[src/design/stc_pkg.sv]
package stc_pkg;

   // Register byte offsets.
   localparam logic [7:0] OFS_CTRL     = 8'h00;
   localparam logic [7:0] OFS_B1_FREQ  = 8'h04;
   localparam logic [7:0] OFS_B1_CFG   = 8'h08;
   localparam logic [7:0] OFS_B2_FREQ  = 8'h0C;
   localparam logic [7:0] OFS_B2_CFG   = 8'h10;
   localparam logic [7:0] OFS_READBACK = 8'h14;

   // Control register field positions.
   localparam int CTL_SW_CTRL  = 0;
   localparam int CTL_SW_EN    = 1;
   localparam int CTL_SW_MODE  = 2;
   localparam int CTL_SW_RST   = 3;
   localparam int CTL_FULL_DUPLEX_BIT    = 4;
   localparam int CTL_RELOCK   = 5;
   localparam int CTL_BWCAL    = 6;
   localparam int CTL_GENERAL_OUTPUT_FOUR_LCK = 7;
   localparam int CTL_W        = 8;

   // Bank frequency word: fraction in [15:0], integer in [24:16].
   localparam int FRQ_FRAC_LSB = 0;
   localparam int FRQ_INT_LSB  = 16;
   localparam int FRAC_W       = 16;
   localparam int NINT_W       = 9;
   localparam int FRQ_W        = 25;

   // Bank configuration word: pump [5:0], reference divider [8:6], output divider [11:9].
   localparam int CFG_CP_LSB   = 0;
   localparam int CFG_REF_LSB  = 6;
   localparam int CFG_LO_LSB   = 9;
   localparam int CFG_W        = 12;
   localparam int CP_W         = 6;

   // Readback field positions.
   localparam int RB_CODE_LSB  = 0;
   localparam int RB_FAIL      = 7;
   localparam int RB_LOCK      = 8;
   localparam int RB_VCO_LSB   = 9;
   localparam int RB_CP_LSB    = 11;
   localparam int RB_BUSY      = 17;

   // Reset values.
   localparam logic [CTL_W-1:0] CTRL_RST     = 8'h00;
   localparam logic [FRQ_W-1:0] FREQ_RST     = 25'h0000000;
   localparam logic [CP_W-1:0]  CP_RST       = 6'h1F;
   localparam logic [2:0]       REF_DIV_RST  = 3'h1;
   localparam logic [2:0]       LO_CODE_RST  = 3'h1;
   localparam logic [CFG_W-1:0] CFG_RST      = {LO_CODE_RST, REF_DIV_RST, CP_RST};

   // Band code limits.
   localparam logic [6:0] BAND_LOW  = 7'h00;
   localparam logic [6:0] BAND_HIGH = 7'h7F;

   // Clocks to wait after a band change before the comparator is trusted.
   localparam logic [2:0] BAND_SETTLE = 3'h4;

   // Output divider codes: 1 is /2 up to 5 is /32.
   localparam logic [2:0] LO_CODE_MIN = 3'h1;
   localparam logic [2:0] LO_CODE_MAX = 3'h5;

   // Integer-divide edges that hand over between the three oscillators.
   localparam logic [NINT_W-1:0] VCO_EDGE_1 = 9'h050;
   localparam logic [NINT_W-1:0] VCO_EDGE_2 = 9'h070;

   // Synchronised input count: enable, mode, window low, window high, above, gain[5:0].
   localparam int SYNC_W = 11;

   typedef enum logic [2:0] {
      ST_IDLE,
      ST_PICK,
      ST_BAND,
      ST_BWCAL,
      ST_LOCK
   } stc_state_type;

endpackage : stc_pkg

[src/design/stc_synth_tuning_control.sv]
`timescale 1ns/100ps
`default_nettype none
module stc_synth_tuning_control (
   input  wire logic                        clk_sys,
   input  wire logic                        nrst,
   input  wire logic [7:0]                  reg_addr,
   input  wire logic [31:0]                 reg_wdata,
   input  wire logic                        reg_wr,
   input  wire logic                        reg_rd,
   output logic      [31:0]                 reg_rdata,
   input  wire logic                        device_enable_input,
   input  wire logic                        mixer_select_pin,
   input  wire logic                        vtune_above_low,
   input  wire logic                        vtune_below_high,
   input  wire logic                        vco_above_target,
   input  wire logic [stc_pkg::CP_W-1:0]    vco_gain_code,
   output logic                             analog_enable,
   output logic                             mixer_first_enable,
   output logic                             mixer_second_enable,
   output logic                             bank_select,
   output logic      [1:0]                  vco_select,
   output logic      [6:0]                  vco_band,
   output logic                             loop_enable,
   output logic      [stc_pkg::CP_W-1:0]    pump_current,
   output logic      [2:0]                  ref_div_ratio,
   output logic      [2:0]                  lo_div_code,
   output logic      [stc_pkg::NINT_W-1:0]  feedback_int,
   output logic                             prescaler_modulus,
   output logic                             general_output_four,
   output logic                             lock_flag
);

   // Picks one of three oscillators from the integer divide value.
   function automatic logic [1:0] vco_pick(input logic [stc_pkg::NINT_W-1:0] nint);
      if (nint < stc_pkg::VCO_EDGE_1) begin
         vco_pick = 2'h0;
      end else if (nint < stc_pkg::VCO_EDGE_2) begin
         vco_pick = 2'h1;
      end else begin
         vco_pick = 2'h2;
      end
   endfunction : vco_pick

   // Keeps a divider code inside its legal range.
   function automatic logic [2:0] clamp3(input logic [2:0] v, input logic [2:0] lo,
                                          input logic [2:0] hi);
      if (v < lo) begin
         clamp3 = lo;
      end else if (v > hi) begin
         clamp3 = hi;
      end else begin
         clamp3 = v;
      end
   endfunction : clamp3

   // ---------------- Input synchronisers ----------------
   logic [stc_pkg::SYNC_W-1:0] sync1_r, sync2_r, sync3_r, filt_r;
   logic [stc_pkg::SYNC_W-1:0] filt_nxt;
   logic                       pin_en, pin_mode, win_lo, win_hi, above;
   logic [stc_pkg::CP_W-1:0]   gain;

   // A bit is accepted once the second and third stages agree.
   always_comb begin
      filt_nxt = ((sync2_r ~^ sync3_r) & sync3_r) | ((sync2_r ^ sync3_r) & filt_r);
   end

   always_ff @(posedge clk_sys or negedge nrst) begin
      if (!nrst) begin
         sync1_r <= '0;
         sync2_r <= '0;
         sync3_r <= '0;
         filt_r  <= '0;
      end else begin
         sync1_r <= {vco_gain_code, vco_above_target, vtune_below_high, vtune_above_low,
                     mixer_select_pin, device_enable_input};
         sync2_r <= sync1_r;
         sync3_r <= sync2_r;
         filt_r  <= filt_nxt;
      end
   end

   assign pin_en   = filt_r[0];
   assign pin_mode = filt_r[1];
   assign win_lo   = filt_r[2];
   assign win_hi   = filt_r[3];
   assign above    = filt_r[4];
   assign gain     = filt_r[10:5];

   // ---------------- Register file ----------------
   logic [stc_pkg::CTL_W-1:0] ctrl_r, ctrl_nxt;
   logic [stc_pkg::FRQ_W-1:0] freq_r [2];
   logic [stc_pkg::FRQ_W-1:0] freq_nxt [2];
   logic [stc_pkg::CFG_W-1:0] cfg_r [2];
   logic [stc_pkg::CFG_W-1:0] cfg_nxt [2];
   logic [31:0]               rdata_r, rdata_nxt;
   logic                      seq_start;
   logic [31:0]               readback;

   // Writes store fields; relock clears itself on start unless written again.
   always_comb begin
      ctrl_nxt = ctrl_r;
      freq_nxt = freq_r;
      cfg_nxt  = cfg_r;
      rdata_nxt = 32'h00000000;
      if (seq_start) begin
         ctrl_nxt[stc_pkg::CTL_RELOCK] = 1'b0;
      end
      if (reg_wr) begin
         unique case (reg_addr)
            stc_pkg::OFS_CTRL:    ctrl_nxt    = reg_wdata[stc_pkg::CTL_W-1:0];
            stc_pkg::OFS_B1_FREQ: freq_nxt[0] = reg_wdata[stc_pkg::FRQ_W-1:0];
            stc_pkg::OFS_B1_CFG:  cfg_nxt[0]  = reg_wdata[stc_pkg::CFG_W-1:0];
            stc_pkg::OFS_B2_FREQ: freq_nxt[1] = reg_wdata[stc_pkg::FRQ_W-1:0];
            stc_pkg::OFS_B2_CFG:  cfg_nxt[1]  = reg_wdata[stc_pkg::CFG_W-1:0];
            default: ;
         endcase
      end
      if (reg_rd) begin
         unique case (reg_addr)
            stc_pkg::OFS_CTRL:     rdata_nxt = {24'h000000, ctrl_r};
            stc_pkg::OFS_B1_FREQ:  rdata_nxt = {7'h00, freq_r[0]};
            stc_pkg::OFS_B1_CFG:   rdata_nxt = {20'h00000, cfg_r[0]};
            stc_pkg::OFS_B2_FREQ:  rdata_nxt = {7'h00, freq_r[1]};
            stc_pkg::OFS_B2_CFG:   rdata_nxt = {20'h00000, cfg_r[1]};
            stc_pkg::OFS_READBACK: rdata_nxt = readback;
            default:               rdata_nxt = 32'h00000000;
         endcase
      end
   end

   always_ff @(posedge clk_sys or negedge nrst) begin
      if (!nrst) begin
         ctrl_r    <= stc_pkg::CTRL_RST;
         freq_r[0] <= stc_pkg::FREQ_RST;
         freq_r[1] <= stc_pkg::FREQ_RST;
         cfg_r[0]  <= stc_pkg::CFG_RST;
         cfg_r[1]  <= stc_pkg::CFG_RST;
         rdata_r   <= 32'h00000000;
      end else begin
         ctrl_r  <= ctrl_nxt;
         freq_r  <= freq_nxt;
         cfg_r   <= cfg_nxt;
         rdata_r <= rdata_nxt;
      end
   end

   // ---------------- Source selection ----------------
   logic sw_ctrl, eff_en, eff_mode, soft_rst, full_duplex_bit, bank;

   assign sw_ctrl  = ctrl_r[stc_pkg::CTL_SW_CTRL];
   assign eff_en   = sw_ctrl ? ctrl_r[stc_pkg::CTL_SW_EN] : pin_en;
   assign eff_mode = sw_ctrl ? ctrl_r[stc_pkg::CTL_SW_MODE] : pin_mode;
   assign soft_rst = sw_ctrl & ctrl_r[stc_pkg::CTL_SW_RST];
   assign full_duplex_bit    = ctrl_r[stc_pkg::CTL_FULL_DUPLEX_BIT];
   assign bank     = eff_mode;

   // ---------------- Tuning engine ----------------
   stc_pkg::stc_state_type      state_r, state_nxt;
   logic                        en_prev_r, en_prev_nxt;
   logic [2:0]                  pd_cnt_r, pd_cnt_nxt;
   logic                        pd_tick;
   logic [6:0]                  band_r, band_nxt;
   logic [2:0]                  settle_r, settle_nxt;
   logic [1:0]                  vco_r, vco_nxt;
   logic                        fail_r, fail_nxt;
   logic                        loop_r, loop_nxt;
   logic [stc_pkg::CP_W-1:0]    cal_cp_r, cal_cp_nxt;
   logic [stc_pkg::CP_W-1:0]    cp_r, cp_nxt;
   logic                        mix1_r, mix1_nxt, mix2_r, mix2_nxt, bank_r, bank_nxt;
   logic [2:0]                  ref_r, ref_nxt, lo_r, lo_nxt;
   logic [stc_pkg::FRAC_W-1:0]  acc_r, acc_nxt;
   logic [15:0]                 lfsr_r, lfsr_nxt;
   logic [stc_pkg::NINT_W-1:0]  nint_r, nint_nxt;
   logic                        mod_r, mod_nxt;
   logic                        lock_r, lock_nxt, general_output_four_r, general_output_four_nxt, aen_r, aen_nxt;
   logic [stc_pkg::FRAC_W:0]    acc_sum;
   logic [stc_pkg::FRQ_W-1:0]   act_freq;
   logic [stc_pkg::CFG_W-1:0]   act_cfg;

   assign act_freq = freq_r[bank];
   assign act_cfg  = cfg_r[bank];
   assign pd_tick  = (pd_cnt_r == 3'h0);
   assign seq_start = (eff_en & ~en_prev_r) | ctrl_r[stc_pkg::CTL_RELOCK];
   assign acc_sum  = {1'b0, acc_r} + {1'b0, act_freq[stc_pkg::FRAC_W-1:0]}
                     + {16'h0000, lfsr_r[0]};

   // Sequencing, mixer routing, dividers and lock reporting.
   always_comb begin
      state_nxt   = state_r;
      en_prev_nxt = eff_en;
      band_nxt    = band_r;
      // The comparator lags the band by its synchroniser, so each step waits it out.
      settle_nxt  = (settle_r == 3'h0) ? 3'h0 : settle_r - 3'h1;
      vco_nxt     = vco_r;
      fail_nxt    = fail_r;
      loop_nxt    = loop_r;
      cal_cp_nxt  = cal_cp_r;
      acc_nxt     = acc_r;
      lfsr_nxt    = lfsr_r;
      mod_nxt     = mod_r;
      // Phase-detector tick counts the reference divider ratio.
      ref_nxt    = clamp3(act_cfg[stc_pkg::CFG_REF_LSB +: 3], 3'h1, 3'h7);
      pd_cnt_nxt = pd_tick ? ref_r - 3'h1 : pd_cnt_r - 3'h1;
      lo_nxt     = clamp3(act_cfg[stc_pkg::CFG_LO_LSB +: 3], stc_pkg::LO_CODE_MIN,
                          stc_pkg::LO_CODE_MAX);
      bank_nxt   = bank;
      mix1_nxt   = full_duplex_bit | ~bank;
      mix2_nxt   = full_duplex_bit | bank;
      nint_nxt   = act_freq[stc_pkg::FRQ_INT_LSB +: stc_pkg::NINT_W];
      aen_nxt    = eff_en;
      unique case (state_r)
         stc_pkg::ST_IDLE: ;
         stc_pkg::ST_PICK: begin
            vco_nxt   = vco_pick(act_freq[stc_pkg::FRQ_INT_LSB +: stc_pkg::NINT_W]);
            band_nxt  = stc_pkg::BAND_LOW;
            settle_nxt = stc_pkg::BAND_SETTLE;
            state_nxt = stc_pkg::ST_BAND;
         end
         stc_pkg::ST_BAND: begin
            if (pd_tick && settle_r == 3'h0) begin
               if (!above) begin
                  fail_nxt  = (band_r == stc_pkg::BAND_LOW) ||
                              (band_r == stc_pkg::BAND_HIGH);
                  state_nxt = ctrl_r[stc_pkg::CTL_BWCAL] ? stc_pkg::ST_BWCAL
                                                         : stc_pkg::ST_LOCK;
               end else if (band_r == stc_pkg::BAND_HIGH) begin
                  fail_nxt  = 1'b1;
                  state_nxt = ctrl_r[stc_pkg::CTL_BWCAL] ? stc_pkg::ST_BWCAL
                                                         : stc_pkg::ST_LOCK;
               end else begin
                  band_nxt = band_r + 7'h01;
                  settle_nxt = stc_pkg::BAND_SETTLE;
               end
            end
         end
         stc_pkg::ST_BWCAL: begin
            if (pd_tick) begin
               cal_cp_nxt = gain;
               state_nxt  = stc_pkg::ST_LOCK;
            end
         end
         stc_pkg::ST_LOCK: loop_nxt = 1'b1;
      endcase
      if (seq_start && eff_en) begin
         state_nxt = stc_pkg::ST_PICK;
         loop_nxt  = 1'b0;
         fail_nxt  = 1'b0;
      end
      if (!eff_en || soft_rst) begin
         state_nxt = stc_pkg::ST_IDLE;
         loop_nxt  = 1'b0;
      end
      if (soft_rst) begin
         aen_nxt = 1'b0;
      end
      // Pump current comes from the bank field, or from calibration when enabled.
      cp_nxt = (ctrl_r[stc_pkg::CTL_BWCAL] && loop_r) ? cal_cp_r
               : act_cfg[stc_pkg::CFG_CP_LSB +: stc_pkg::CP_W];
      // Dithered accumulator drives the dual-modulus prescaler each comparison while the loop is closed.
      if (pd_tick && loop_r) begin
         acc_nxt  = acc_sum[stc_pkg::FRAC_W-1:0];
         mod_nxt  = acc_sum[stc_pkg::FRAC_W];
         lfsr_nxt = {lfsr_r[14:0], lfsr_r[15] ^ lfsr_r[13] ^ lfsr_r[12] ^ lfsr_r[10]};
      end
      lock_nxt = loop_r & win_lo & win_hi;
      general_output_four_nxt = ctrl_r[stc_pkg::CTL_GENERAL_OUTPUT_FOUR_LCK] & lock_r;
   end

   always_ff @(posedge clk_sys or negedge nrst) begin
      if (!nrst) begin
         state_r   <= stc_pkg::ST_IDLE;
         en_prev_r <= 1'b0;
         pd_cnt_r  <= 3'h0;
         band_r    <= stc_pkg::BAND_LOW;
         settle_r  <= 3'h0;
         vco_r     <= 2'h0;
         fail_r    <= 1'b0;
         loop_r    <= 1'b0;
         cal_cp_r  <= stc_pkg::CP_RST;
         cp_r      <= stc_pkg::CP_RST;
         mix1_r    <= 1'b0;
         mix2_r    <= 1'b0;
         bank_r    <= 1'b0;
         ref_r     <= stc_pkg::REF_DIV_RST;
         lo_r      <= stc_pkg::LO_CODE_RST;
         acc_r     <= 16'h0000;
         lfsr_r    <= 16'hACE1;
         nint_r    <= 9'h000;
         mod_r     <= 1'b0;
         lock_r    <= 1'b0;
         general_output_four_r    <= 1'b0;
         aen_r     <= 1'b0;
      end else begin
         state_r   <= state_nxt;
         en_prev_r <= en_prev_nxt;
         pd_cnt_r  <= pd_cnt_nxt;
         band_r    <= band_nxt;
         settle_r  <= settle_nxt;
         vco_r     <= vco_nxt;
         fail_r    <= fail_nxt;
         loop_r    <= loop_nxt;
         cal_cp_r  <= cal_cp_nxt;
         cp_r      <= cp_nxt;
         mix1_r    <= mix1_nxt;
         mix2_r    <= mix2_nxt;
         bank_r    <= bank_nxt;
         ref_r     <= ref_nxt;
         lo_r      <= lo_nxt;
         acc_r     <= acc_nxt;
         lfsr_r    <= lfsr_nxt;
         nint_r    <= nint_nxt;
         mod_r     <= mod_nxt;
         lock_r    <= lock_nxt;
         general_output_four_r    <= general_output_four_nxt;
         aen_r     <= aen_nxt;
      end
   end

   // Readback word gathers code, fail, lock, oscillator, pump and busy.
   assign readback = {14'h0000, (state_r != stc_pkg::ST_IDLE && !loop_r), cp_r, vco_r,
                      lock_r, fail_r, band_r};

   assign reg_rdata           = rdata_r;
   assign analog_enable       = aen_r;
   assign mixer_first_enable  = mix1_r;
   assign mixer_second_enable = mix2_r;
   assign bank_select         = bank_r;
   assign vco_select          = vco_r;
   assign vco_band            = band_r;
   assign loop_enable         = loop_r;
   assign pump_current        = cp_r;
   assign ref_div_ratio       = ref_r;
   assign lo_div_code         = lo_r;
   assign feedback_int        = nint_r;
   assign prescaler_modulus   = mod_r;
   assign general_output_four = general_output_four_r;
   assign lock_flag           = lock_r;

endmodule : stc_synth_tuning_control
`default_nettype wire

[config.mk]
export PLATFORM = sky130hd
export DESIGN_NAME = stc_synth_tuning_control
export DESIGN_NICKNAME = d
export VERILOG_FILES = /design/src/design/stc_pkg.sv /design/src/design/stc_synth_tuning_control.sv
export SDC_FILE = /design/constraint.sdc
export NUM_CORES = 1
export LEC_CHECK = 0
export ABC_AREA = 1
export CAP_MARGIN = 10
export CORE_AREA = 2 2 178 215
export CTS_BUF_LIST = sky130_fd_sc_hd__clkbuf_4
export CTS_CLUSTER_SIZE = 24
export DETAILED_ROUTE_END_ITERATION = 10
export DIE_AREA = 0 0 180 217
export DONT_BUFFER_PORTS = 1
export HOLD_SLACK_MARGIN = 0.08
export SYNTH_ARGS = -nofsm -noshare
export SYNTH_HDL_FRONTEND = slang
export SYNTH_SLANG_ARGS = --single-unit
[constraint.sdc]
create_clock -name clk_sys -period 2.62 [get_ports clk_sys]
set_input_delay 0.131 -clock clk_sys [delete_from_list [all_inputs] [get_ports clk_sys]]
set_output_delay 0.131 -clock clk_sys [all_outputs]
set_load 0.01 [all_outputs]
==> results of run 1 <==
## path summary, 6_finish.rpt
check	from	endpoint	depth (start not counted)
max in group asynchronous	nrst	ctrl_r[0]	0
hold reg to reg	sync1_r[10]	sync2_r[10]	0
setup reg to reg	ctrl_r[0]	acc_r[13]	15
setup / recovery	ctrl_r[0]	acc_r[13]	15
hold / removal	nrst	freq_r[42]	0
min in group clk_sys	reg_wdata[17]	freq_r[17]	3
## cells in the final DEF (no fill, tap or decap), types with 3 or more instances in the layout
cell type	count
sky130_fd_sc_hd__inv_2	7
sky130_fd_sc_hd__nand2_1	414
sky130_fd_sc_hd__nand4_1	6
sky130_fd_sc_hd__xnor2_1	6
sky130_fd_sc_hd__dfstp_2	34
sky130_fd_sc_hd__nand3_1	69
sky130_fd_sc_hd__diode_2	4
sky130_fd_sc_hd__clkinv_1	17
sky130_fd_sc_hd__mux2_2	6
sky130_fd_sc_hd__a21o_1	11
sky130_fd_sc_hd__o21ai_0	76
sky130_fd_sc_hd__dlygate4sd3_1	74
sky130_fd_sc_hd__o211ai_1	5
sky130_fd_sc_hd__xor2_1	5
sky130_fd_sc_hd__nor2_1	58
sky130_fd_sc_hd__or2_2	7
sky130_fd_sc_hd__clkinv_2	3
sky130_fd_sc_hd__dfrtp_1	203
sky130_fd_sc_hd__ha_1	31
sky130_fd_sc_hd__nand3_2	3
sky130_fd_sc_hd__clkbuf_4	96
sky130_fd_sc_hd__nand2_2	5
sky130_fd_sc_hd__o21ai_1	40
sky130_fd_sc_hd__inv_1	148
sky130_fd_sc_hd__buf_4	12
sky130_fd_sc_hd__a31oi_1	7
sky130_fd_sc_hd__o21ai_2	20
sky130_fd_sc_hd__conb_1	7
sky130_fd_sc_hd__nor3_1	9
sky130_fd_sc_hd__a21oi_1	29
## flip-flops by register name, indices dropped and copies added (netlist names), 11 cells and up
name	flops
sync1_r	11
lfsr_r	16
cfg_r	24
reg_rdata	25
acc_r	16
sync3_r	11
filt_r	11
sync2_r	11
freq_r	50
## critical path: stages (launching register included)
cell	delay (ps)
sky130_fd_sc_hd__dfrtp_2	440
sky130_fd_sc_hd__inv_1	80
sky130_fd_sc_hd__nand2_1	60
sky130_fd_sc_hd__nand2_2	90
sky130_fd_sc_hd__buf_12	220
sky130_fd_sc_hd__o21ai_0	160
sky130_fd_sc_hd__ha_1	360
sky130_fd_sc_hd__buf_4	160
sky130_fd_sc_hd__nand2_1	50
sky130_fd_sc_hd__nor2_1	40
sky130_fd_sc_hd__nand2_1	50
sky130_fd_sc_hd__nand3_1	190
sky130_fd_sc_hd__nand2_1	150
sky130_fd_sc_hd__nand3_1	90
sky130_fd_sc_hd__nand3_1	90
sky130_fd_sc_hd__nand2_1	50
## cell families after synthesis
logic type,after synthesis,share of synthesized area [%]
other,1,0.0343
adders and majority gates,33,3.92
muxes,7,0.710
xor gates and xnor gates,11,0.882
DFF,238,54.9
buffers and inverters,200,7.66
and+or+nand+nor,582,21.9
AOI/OAI and AO/OA,191,9.96
## report_power, final
part	internal [W]	total [W]	switching (W)	leakage (nW)
combinational	0.000329	0.000788	0.000459	2.94
clock	0.00168	0.00327	0.00159	0.486
sequential	0.00396	0.00418	0.000221	3.06
## timing repair
| action | in CTS | in global routing |
|---|---|---|
| buffers inserted | 0 | 2 |
| hold endpoints to repair | 356 | 238 |
| setup endpoints to repair | 0 | 23 |
| resized for setup | 0 | 9 |
## area by class of cell
| cell class | instances | area (sq um) | share of cell area (%) |
|---|---|---|---|
| inverters | 155 | 583 | 4.47 |
| well taps | 480 | 601 | 4.61 |
| diodes | 4 | 10.0 | 0.0768 |
| clock inverters | 20 | 77.6 | 0.595 |
| multi-input cells | 832 | 4160 | 31.9 |
| flip-flops and latches | 238 | 6000 | 46.0 |
| clock buffers | 96 | 721 | 5.53 |
| repair buffers | 89 | 890 | 6.82 |
## routing by layer
layer  routed length [um]  GRT usage, %  share of wire, %  vias up
li1                     -             -                 -     4281
met1                12100          18.1                42     4204
met2                13900          23.7                48      277
met3                 1950          4.50               6.7       72
met4                 1120          7.37               3.9        0
met5                    0             0                 0        -
## per-stage QoR
step           setup TNS [ps]  area, sq um  worst slack [ps]  std cells  hold WS, ps
2_1_floorplan               0        10900              51.6       1269         -165
3_3_place_gp                0        11400               120       1716         -150
3_5_place_dp                0        11400              94.1       1716         -151
4_1_cts                     0        12900              42.3       1906         -966
5_1_grt                 -2.02        13000             -2.02       1911         -929
6_report                    0        13000               213       1914         -914
==> qor.log, run 1 <==
INFO  status         outcome=complete, but fails checks
INFO  status         violations=negative hold slack
INFO  synthesis      synth_seq_cells=238
INFO  synthesis      synth_async_sr_flop_share=100%
INFO  drt            drt_wl_total=29000um
INFO  drt            post_dr_vias_cell=4.62
INFO  global_routing grt_util_all_layers=14.8%
INFO  flow_run       max_cap_viol_count=0
INFO  synthesis      synth_top_flop_cell=sky130_fd_sc_hd__dfrtp_1
INFO  final_layout   final_nets=1471
INFO  synthesis      post_synth_edffs=0
INFO  synthesis      synth_most_common_cell=sky130_fd_sc_hd__nand2_1
INFO  sta            min_period_over_period=91.9%
INFO  placement      routabilityCongestion=0.834
INFO  sta            clock-skew-final=36.7ps
INFO  drt            antenna_violating_nets_remaining=0
INFO  global_routing grt_pass1_vias=8568
INFO  clocking       path_clk_slew=60ps
INFO  global_routing globalRouteOverflowTotal=0
INFO  final_layout   syn2layout_area_growth=19.3%
INFO  clocking       clock-sinks=238
INFO  pwr            powerDensity=632nW/um^2
INFO  synthesis      post_synth_main_area_contributors=sky130_fd_sc_hd__dfrtp_1, sky130_fd_sc_hd__nand2_1, sky130_fd_sc_hd__dfstp_2
INFO  floorplanning  initial_utilization=29.4%
INFO  sta            final-max-slew-violation-count=0
INFO  floorplanning  top_level_ports=125
INFO  sta            final-hold-violation-count=238
INFO  min_path       hold_path_class=in -> async
INFO  global_routing antenna_found_initial=2
INFO  synthesis      synth.cell_area=10900squm
INFO  synthesis      netlist.area_leader.share=46.7%
INFO  worst_setup_path critical_path.endpoint_type=flop
INFO  worst_setup_path required=3240ps
INFO  pwr            vdd_ir_drop_max=0.375mV
INFO  global_routing grt_start_max_net_pins=239
INFO  pwr            total_leakage_power=6.49nW
INFO  sta            clock.fmax=0.415GHz
INFO  synthesis      synthDistinctLibCells=42
INFO  sta            worst-slew-pin-transition=933ps
INFO  worst_setup_path timing_worst_setup_path_type=reg -> reg
INFO  placement      io_buffers=0
INFO  placement      detailed_placement_wirelength_estimate=19300um
INFO  floorplanning  dieArea=39100squm
INFO  synthesis      post_synthesis_cells=1263
INFO  synthesis      synthTopCellsByCount=sky130_fd_sc_hd__nand2_1, sky130_fd_sc_hd__dfrtp_1, sky130_fd_sc_hd__inv_1
INFO  worst_setup_path timing.critical_path.arrival=3020ps
INFO  final_layout   drive_above_1_share=14.6%
INFO  floorplanning  chip_height=217um
INFO  drt            vias=8834
INFO  synthesis      netlist.top_cell.by_area=sky130_fd_sc_hd__dfrtp_1
INFO  synthesis      synth_sequential_area_ratio=54.9%
INFO  drt            detail_route.drc_violations=0
INFO  final_layout   nFillCells=3813
INFO  sta            finalHoldWorstSlack=-914ps
INFO  worst_setup_path timing.critical_path.fanout_max=44
INFO  worst_setup_path critPathLaunchType=flop
INFO  final_layout   final_core_util=35.1%
INFO  worst_setup_path worst-r2r-setup-slack=210ps
INFO  floorplanning  die_x=180um
INFO  clocking       post_cts_hold_buffers=74
INFO  sta            min_period=2410ps
INFO  sta            finalSetupViolCount=0
INFO  floorplanning  design.core.area=37200squm
INFO  clocking       cts_buffer_depth=3
INFO  drt            drt_pass1_iterations=5
INFO  pwr            total_power=0.00824W
INFO  clocking       cts_buffers=67
INFO  synthesis      synth.avg_cell_area=8.65squm
INFO  clocking       clk_latency=760ps
INFO  clocking       htree_num_levels=3
INFO  drt            detail_route.wl_per_cell=15.1um
INFO  clocking       tritoncts=done
INFO  synthesis      ys_warn_count=0
INFO  drt            first_iter_violations=555
INFO  clocking       ctsRootBufferMaster=sky130_fd_sc_hd__clkbuf_4
INFO  global_routing grt_pass1_wl=45700um
INFO  floorplanning  placement_rows=78
INFO  sta            slew_headroom=37.8%
Power figures use the tool's default switching activity.
==> run 2, diff against run 1 <==
--- a/config.mk
+++ b/config.mk
@@ -5,13 +5,12 @@
 export SDC_FILE = /design/constraint.sdc
 export NUM_CORES = 1
 export LEC_CHECK = 0
-export ABC_AREA = 1
 export CAP_MARGIN = 10
-export CORE_AREA = 2 2 178 215
+export CORE_AREA = 2 2 176 213
 export CTS_BUF_LIST = sky130_fd_sc_hd__clkbuf_4
 export CTS_CLUSTER_SIZE = 24
 export DETAILED_ROUTE_END_ITERATION = 10
-export DIE_AREA = 0 0 180 217
+export DIE_AREA = 0 0 178 215
 export DONT_BUFFER_PORTS = 1
 export HOLD_SLACK_MARGIN = 0.08
 export SYNTH_ARGS = -nofsm -noshare
==> qor.log, run 2 <==
INFO  global_routing globalRouteOverflowTotal=0
INFO  sta            clock-skew-final=45.0ps
INFO  pwr            total_leakage_power=6.48nW
INFO  synthesis      synth.avg_cell_area=11.4squm
INFO  floorplanning  chip_height=215um
INFO  final_layout   mostFrequentLayoutCell=sky130_fd_sc_hd__dfrtp_1
INFO  final_layout   nFillCells=3516
INFO  global_routing antenna_found_initial=1
INFO  drt            detail_route.wl_per_cell=18.1um
INFO  global_routing grt_util_all_layers=15.6%
INFO  floorplanning  initial_utilization=29.5%
INFO  worst_setup_path critical-path-top-delay-family=simple AND/OR/NAND/NOR gates
INFO  final_layout   drive_above_1_share=29.8%
INFO  synthesis      synth.cell_area=10700squm
INFO  drt            vias=7836
INFO  synthesis      synth_most_common_cell=sky130_fd_sc_hd__dfrtp_1
INFO  sta            setup_repair_after_global_routing_missed_its_margin=yes
INFO  status         outcome=complete, but fails checks
INFO  clocking       ctsRootBufferMaster=sky130_fd_sc_hd__clkbuf_4
INFO  sta            final-hold-violation-count=238
INFO  synthesis      netlist.area_leader.share=47.6%
INFO  sta            worst-slew-pin-transition=1090ps
INFO  sta            finalSetupViolCount=3
INFO  global_routing grt_pass1_wl=45700um
INFO  worst_setup_path critPathLaunchType=flop
INFO  floorplanning  dieArea=38300squm
INFO  sta            postLayoutSetupSlackWorst=-37.3ps
INFO  synthesis      netlist.top_cell.by_area=sky130_fd_sc_hd__dfrtp_1
INFO  worst_setup_path required=3280ps
INFO  synthesis      ys_warn_count=0
INFO  clocking       cts_buffers=67
INFO  final_layout   top_register=freq_r
INFO  synthesis      synth_top_family_by_area=multiplexers
INFO  synthesis      post_synth_main_area_contributors=sky130_fd_sc_hd__dfrtp_1, sky130_fd_sc_hd__dfstp_2, sky130_fd_sc_hd__mux2_2
INFO  placement      routabilityCongestion=0.858
INFO  worst_setup_path critPathSlowestCell=sky130_fd_sc_hd__or4_1
INFO  drt            post_dr_vias_cell=4.81
INFO  placement      detailed_placement_wirelength_estimate=19700um
INFO  drt            antenna_violating_nets_remaining=0
INFO  clocking       tritoncts=done
INFO  final_layout   layout.area.seq=6000squm
INFO  final_layout   mostFrequentLayoutCells=sky130_fd_sc_hd__dfrtp_1, sky130_fd_sc_hd__nand2_1, sky130_fd_sc_hd__clkbuf_4, sky130_fd_sc_hd__dlygate4sd3_1, sky130_fd_sc_hd__mux2_2
INFO  clocking       path_clk_slew=70ps
INFO  floorplanning  top_level_ports=125
INFO  clocking       clock-sinks=238
INFO  sta            clock.fmax=0.376GHz
INFO  final_layout   syn2layout_area_growth=26.4%
INFO  worst_setup_path timing.critical_path.arrival=3320ps
INFO  final_layout   multi_input_combinational_cell_area=4730squm
INFO  min_path       hold_path_class=in -> async
INFO  synthesis      post_synth_edffs=0
INFO  synthesis      synth_async_sr_flop_share=100%
INFO  worst_setup_path max_stage_delay=410ps
INFO  synthesis      synthTopCellsByCount=sky130_fd_sc_hd__dfrtp_1, sky130_fd_sc_hd__nand2_1, sky130_fd_sc_hd__mux2_2
INFO  final_layout   final_core_util=37.3%
INFO  synthesis      synth_xor_xnor_area_share=1.63%
INFO  drt            drt_pass1_iterations=4
INFO  global_routing grt_pass1_vias=8146
INFO  synthesis      synth_seq_cells=238
INFO  synthesis      synth_compound_area_share=8.73%
INFO  floorplanning  die_x=178um
INFO  floorplanning  design.core.area=36300squm
INFO  clocking       clk_latency=720ps
INFO  drt            detail_route.drc_violations=0
INFO  final_layout   final_nets=1189
INFO  synthesis      synthDistinctLibCells=57
INFO  clocking       cts_buffer_depth=3
INFO  synthesis      post_synthesis_cells=941
INFO  synthesis      synth_top_flop_cell=sky130_fd_sc_hd__dfrtp_1
INFO  synthesis      synthAdderAreaFrac=3.99%
INFO  synthesis      synth_sequential_area_ratio=55.9%
INFO  flow_run       max_cap_viol_count=0
INFO  drt            drt_wl_total=29400um
INFO  floorplanning  placement_rows=77
INFO  status         violations=negative hold slack, negative setup slack
INFO  drt            first_iter_violations=367
INFO  synthesis      post_synth_mux_area_share=14.0%
INFO  synthesis      simple_gate_fraction_of_synth_area=12.8%
INFO  worst_setup_path critical_path.endpoint_type=flop
INFO  pwr            powerDensity=616nW/um^2
INFO  pwr            vdd_ir_drop_max=0.403mV
INFO  placement      place_ws=-197ps
INFO  global_routing grt_start_max_net_pins=239
INFO  clocking       htree_num_levels=3
INFO  sta            min_period=2660ps
INFO  sta            finalHoldWorstSlack=-874ps
INFO  worst_setup_path critical_path.n_buffers_inverters=1
INFO  sta            min_period_over_period=101%
INFO  worst_setup_path timing.critical_path.fanout_max=4
INFO  sta            slew_headroom=27.2%
INFO  clocking       post_cts_hold_buffers=79
INFO  placement      io_buffers=0
INFO  worst_setup_path timing_worst_setup_path_type=reg -> reg
INFO  final_layout   largest_reg_flops=50
INFO  sta            final-max-slew-violation-count=0
INFO  worst_setup_path crit_chain=mux2i_4, buf_6, mux2i_4, fa_2, fa_2, nand2b_4, a21oi_4, o21ai_4, o21bai_4, or4_1, nand4_1
==> run 2: cell count changes after synthesis, moves of 36 or more <==
cell                      delta
sky130_fd_sc_hd__nand2_1   -240
sky130_fd_sc_hd__inv_1     -129
sky130_fd_sc_hd__o21ai_0    -36
sky130_fd_sc_hd__o21ai_1    -40
sky130_fd_sc_hd__nand3_1    -62
sky130_fd_sc_hd__mux2_2     +67
sky130_fd_sc_hd__mux2i_1    +37
==> run 2: repair_timing <==
action,in CTS,in global routing
gates resized for setup,13,27
endpoints found under the hold margin,356,238
endpoints found under the setup margin,6,10
gates cloned,0,0
pin swaps,3,14
buffers inserted,2,5
==> run 2: final cells by class <==
cell class	instances	area share (%)
diodes	1	0.0185
inverters	19	0.526
repair buffers	134	9.31
clock inverters	18	0.913
clock buffers	104	5.76
multi-input cells	641	34.9
flip-flops and latches	238	44.2
well taps	474	4.37
==> run 2: path summary, 6_finish.rpt <==
| path | slack [ps] | endpoint | cells after the start | startpoint |
|---|---|---|---|---|
| setup / recovery | -40 | acc_r[12] | 11 | ctrl_r[0] |
| hold / removal | -870 | freq_r[12] | 0 | nrst |
| setup reg to reg | -40 | acc_r[12] | 11 | ctrl_r[0] |
| hold reg to reg | 340 | sync2_r[10] | 0 | sync1_r[10] |
| max in group asynchronous | 2780 | state_r[2] | 0 | nrst |
| min in group clk_sys | 160 | freq_r[13] | 2 | reg_wdata[13] |
==> run 2: power by group <==
part	internal [W]	total [W]	switching, W
clock	0.00201	0.00360	0.00159
sequential	0.00387	0.00403	0.000165
combinational	0.000370	0.000723	0.000353
==> run 2: cell families (layout without fill, tap and decap cells) <==
kind of cell | Yosys count | in the layout
fa+ha+maj | 33 | 33
other cells | 1 | 8
compound gates | 149 | 149
xor+xnor | 20 | 20
simple gates | 301 | 301
mux | 131 | 131
flops | 238 | 238
buf+inv | 68 | 275
==> run 2: metrics by stage <==
step | total power, W | setup TNS, ps | std cells | instance area [sq um]
floorplan | 0.00446 | -471 | 947 | 10900
global placement | 0.00462 | -432 | 1420 | 11600
detailed placement | 0.00465 | -842 | 1420 | 11600
CTS | 0.00849 | -77.0 | 1623 | 13400
global route | 0.00880 | -872 | 1629 | 13600
finish | 0.00836 | -52.6 | 1629 | 13600
==> run 2: metal layers <==
metal	part of all wire (%)	vias up	wire length (um)	GRT usage [%]
met5	0	-	0	0
met2	50	228	14600	25.7
li1	-	3620	-	-
met3	5.6	81	1660	4.26
met4	5.2	0	1520	9.59
met1	40	3907	11700	17.9
==> run 3, diff against run 2 <==
--- a/config.mk
+++ b/config.mk
@@ -7,7 +7,6 @@
 export LEC_CHECK = 0
 export CAP_MARGIN = 10
 export CORE_AREA = 2 2 176 213
-export CTS_BUF_LIST = sky130_fd_sc_hd__clkbuf_4
 export CTS_CLUSTER_SIZE = 24
 export DETAILED_ROUTE_END_ITERATION = 10
 export DIE_AREA = 0 0 178 215
==> qor.log, run 3 (synthesis results as in run 2) <==
INFO  clocking       htree_num_levels=1
INFO  final_layout   num_antenna_cells=0
INFO  global_routing grt_start_max_net_pins=239
INFO  worst_setup_path required=3110ps
INFO  sta            slew_headroom=36.0%
INFO  sta            setup_repair_after_global_routing_missed_its_margin=yes
INFO  placement      detailed_placement_wirelength_estimate=19700um
INFO  final_layout   mostFrequentLayoutCells=sky130_fd_sc_hd__dfrtp_1, sky130_fd_sc_hd__nand2_1, sky130_fd_sc_hd__mux2_2, sky130_fd_sc_hd__buf_4, sky130_fd_sc_hd__dlygate4sd3_1
INFO  placement      io_buffers=0
INFO  floorplanning  die_x=178um
INFO  final_layout   syn2layout_area_growth=23.0%
INFO  global_routing antenna_found_initial=0
INFO  pwr            powerDensity=639nW/um^2
INFO  final_layout   drive_above_1_share=26.1%
INFO  global_routing grt_pass1_wl=44300um
INFO  clocking       clk_latency=560ps
INFO  final_layout   layout.area.seq=6000squm
INFO  sta            finalSetupViolCount=2
INFO  status         violations=negative hold slack, negative setup slack
INFO  worst_setup_path critPathSlowestCell=sky130_fd_sc_hd__or4_1
INFO  drt            detail_route.drc_violations=0
INFO  drt            antenna_violating_nets_remaining=0
INFO  drt            drt_wl_total=28600um
INFO  sta            finalHoldWorstSlack=-715ps
INFO  sta            clock-skew-final=27.1ps
INFO  clocking       ctsRootBufferMaster=sky130_fd_sc_hd__clkbuf_16
INFO  worst_setup_path timing.critical_path.arrival=3150ps
INFO  sta            final-max-slew-violation-count=0
INFO  placement      detailed_place.area=11600squm
INFO  final_layout   final_nets=1117
INFO  final_layout   final_design_area_no_fill=13200squm
INFO  worst_setup_path timing.critical_path.fanout_max=5
INFO  flow_run       max_cap_viol_count=0
INFO  global_routing grt_pass1_vias=7658
INFO  final_layout   top_register=freq_r
INFO  worst_setup_path max_stage_delay=410ps
INFO  sta            tns=-64.0ps
INFO  sta            worst-slew-pin-transition=957ps
INFO  placement      place_ws=-197ps
INFO  floorplanning  placement_rows=77
INFO  worst_setup_path timing_worst_setup_path_type=reg -> reg
INFO  drt            first_iter_violations=336
INFO  final_layout   multi_input_combinational_cell_area=4730squm
INFO  floorplanning  chip_height=215um
INFO  min_path       hold_path_class=in -> async
INFO  clocking       cts_buffers=26
INFO  final_layout   mostFrequentLayoutCell=sky130_fd_sc_hd__dfrtp_1
INFO  sta            final-hold-violation-count=238
INFO  clocking       post_cts_hold_buffers=48
INFO  clocking       path_clk_slew=60ps
INFO  drt            vias=7372
INFO  clocking       clock-sinks=238
INFO  final_layout   largest_reg_flops=50
INFO  drt            post_dr_vias_cell=4.84
INFO  floorplanning  design.core.area=36300squm
INFO  floorplanning  dieArea=38300squm
INFO  sta            min_period_over_period=102%
INFO  floorplanning  top_level_ports=125
INFO  worst_setup_path crit_chain=mux2i_4, buf_6, mux2i_4, fa_2, fa_2, nand2b_4, a21oi_4, o21ai_4, o21bai_4, or4_1, nand4_1
INFO  clocking       tritoncts=done
INFO  pwr            vdd_ir_drop_max=0.535mV
INFO  sta            min_period=2670ps
INFO  pwr            total_power=0.00843W
INFO  worst_setup_path critical_path.endpoint_type=flop
INFO  floorplanning  initial_utilization=29.5%
INFO  drt            drt_pass1_iterations=5
INFO  drt            detail_route.wl_per_cell=18.8um
INFO  status         outcome=complete, but fails checks
INFO  final_layout   nFillCells=3512
INFO  global_routing globalRouteOverflowTotal=0
INFO  clocking       cts_buffer_depth=3
INFO  global_routing grt_util_all_layers=14.9%
INFO  worst_setup_path critPathLaunchType=flop
INFO  sta            postLayoutSetupSlackWorst=-45.3ps
INFO  placement      routabilityCongestion=0.858
INFO  sta            clock.fmax=0.375GHz
INFO  pwr            total_leakage_power=6.18nW
run 3: cell types whose count changed in the layout (fill, tap and decap cells not counted), moves of 4 or more:
cell and delta:
sky130_fd_sc_hd__clkbuf_4 -104, sky130_fd_sc_hd__dlygate4sd3_1 -30, sky130_fd_sc_hd__clkbuf_16 +26, sky130_fd_sc_hd__clkinv_1 -9, sky130_fd_sc_hd__clkbuf_1 +5, sky130_fd_sc_hd__clkbuf_8 +4
sky130_fd_sc_hd__clkinvlp_4 +4, sky130_fd_sc_hd__inv_2 -4
run 3: metal layers:
layer | routed length (um) | GRT usage [%] | share of wire, % | vias to the layer above
met2 | 13700 | 24.4 | 48 | 196
met1 | 11500 | 17.9 | 40 | 3685
met5 | 0 | 0 | 0 | -
met3 | 1490 | 3.08 | 5.2 | 78
met4 | 1810 | 9.32 | 6.4 | 0
li1 | - | - | - | 3413
run 3: worst max-delay path, delay by kind of cell (launching register included):
family | cells | cell delay [ps]
buffers and inverters | 1 | 150
AOI/OAI and AO/OA | 3 | 390
muxes | 2 | 590
DFF | 1 | 400
and+or+nand+nor | 3 | 630
adders and majority gates | 2 | 440
run 3: what timing repair did:
item	4_1_cts	5_1_grt
resized for setup	26	14
pin swaps	6	13
setup endpoints to repair	8	10
setup buffers	4	4
endpoints found under the hold margin	356	238
run 3: cell type report:
cell class,instances,share of cell area [%]
clock buffer,35,5.49
tap,474,4.49
multi-input combinational,641,35.8
clock inverter,12,1.10
inverter,19,0.540
sequential,238,45.4
timing repair buffer,103,7.11
run 3: through the flow:
stage,hold slack [ps],util [%],std cells
floorplan,-165,-,947
global placement,-150,31.9,1420
detailed placement,-150,31.9,1420
CTS,-741,36.1,1519
global route,-735,36.3,1522
finish,-715,36.3,1522
run 3: power by group:
group          internal (W)  leakage (nW)  switching (W)
sequential          0.00387          3.07       0.000165
clock               0.00216         0.414        0.00156
combinational      0.000340          2.69       0.000336
total               0.00637          6.18        0.00207
run 3: worst paths after layout:
kind,startpoint,to,slack (ps),depth (start not counted)
max,ctrl_r[0],acc_r[12],-50,11
min,nrst,bank_select,-710,0
max reg2reg,ctrl_r[0],acc_r[12],-50,11
min reg2reg,sync1_r[3],sync2_r[3],350,0
max in group asynchronous,nrst,acc_r[5],2830,0
min in group clk_sys,reg_addr[4],reg_rdata[2],110,5
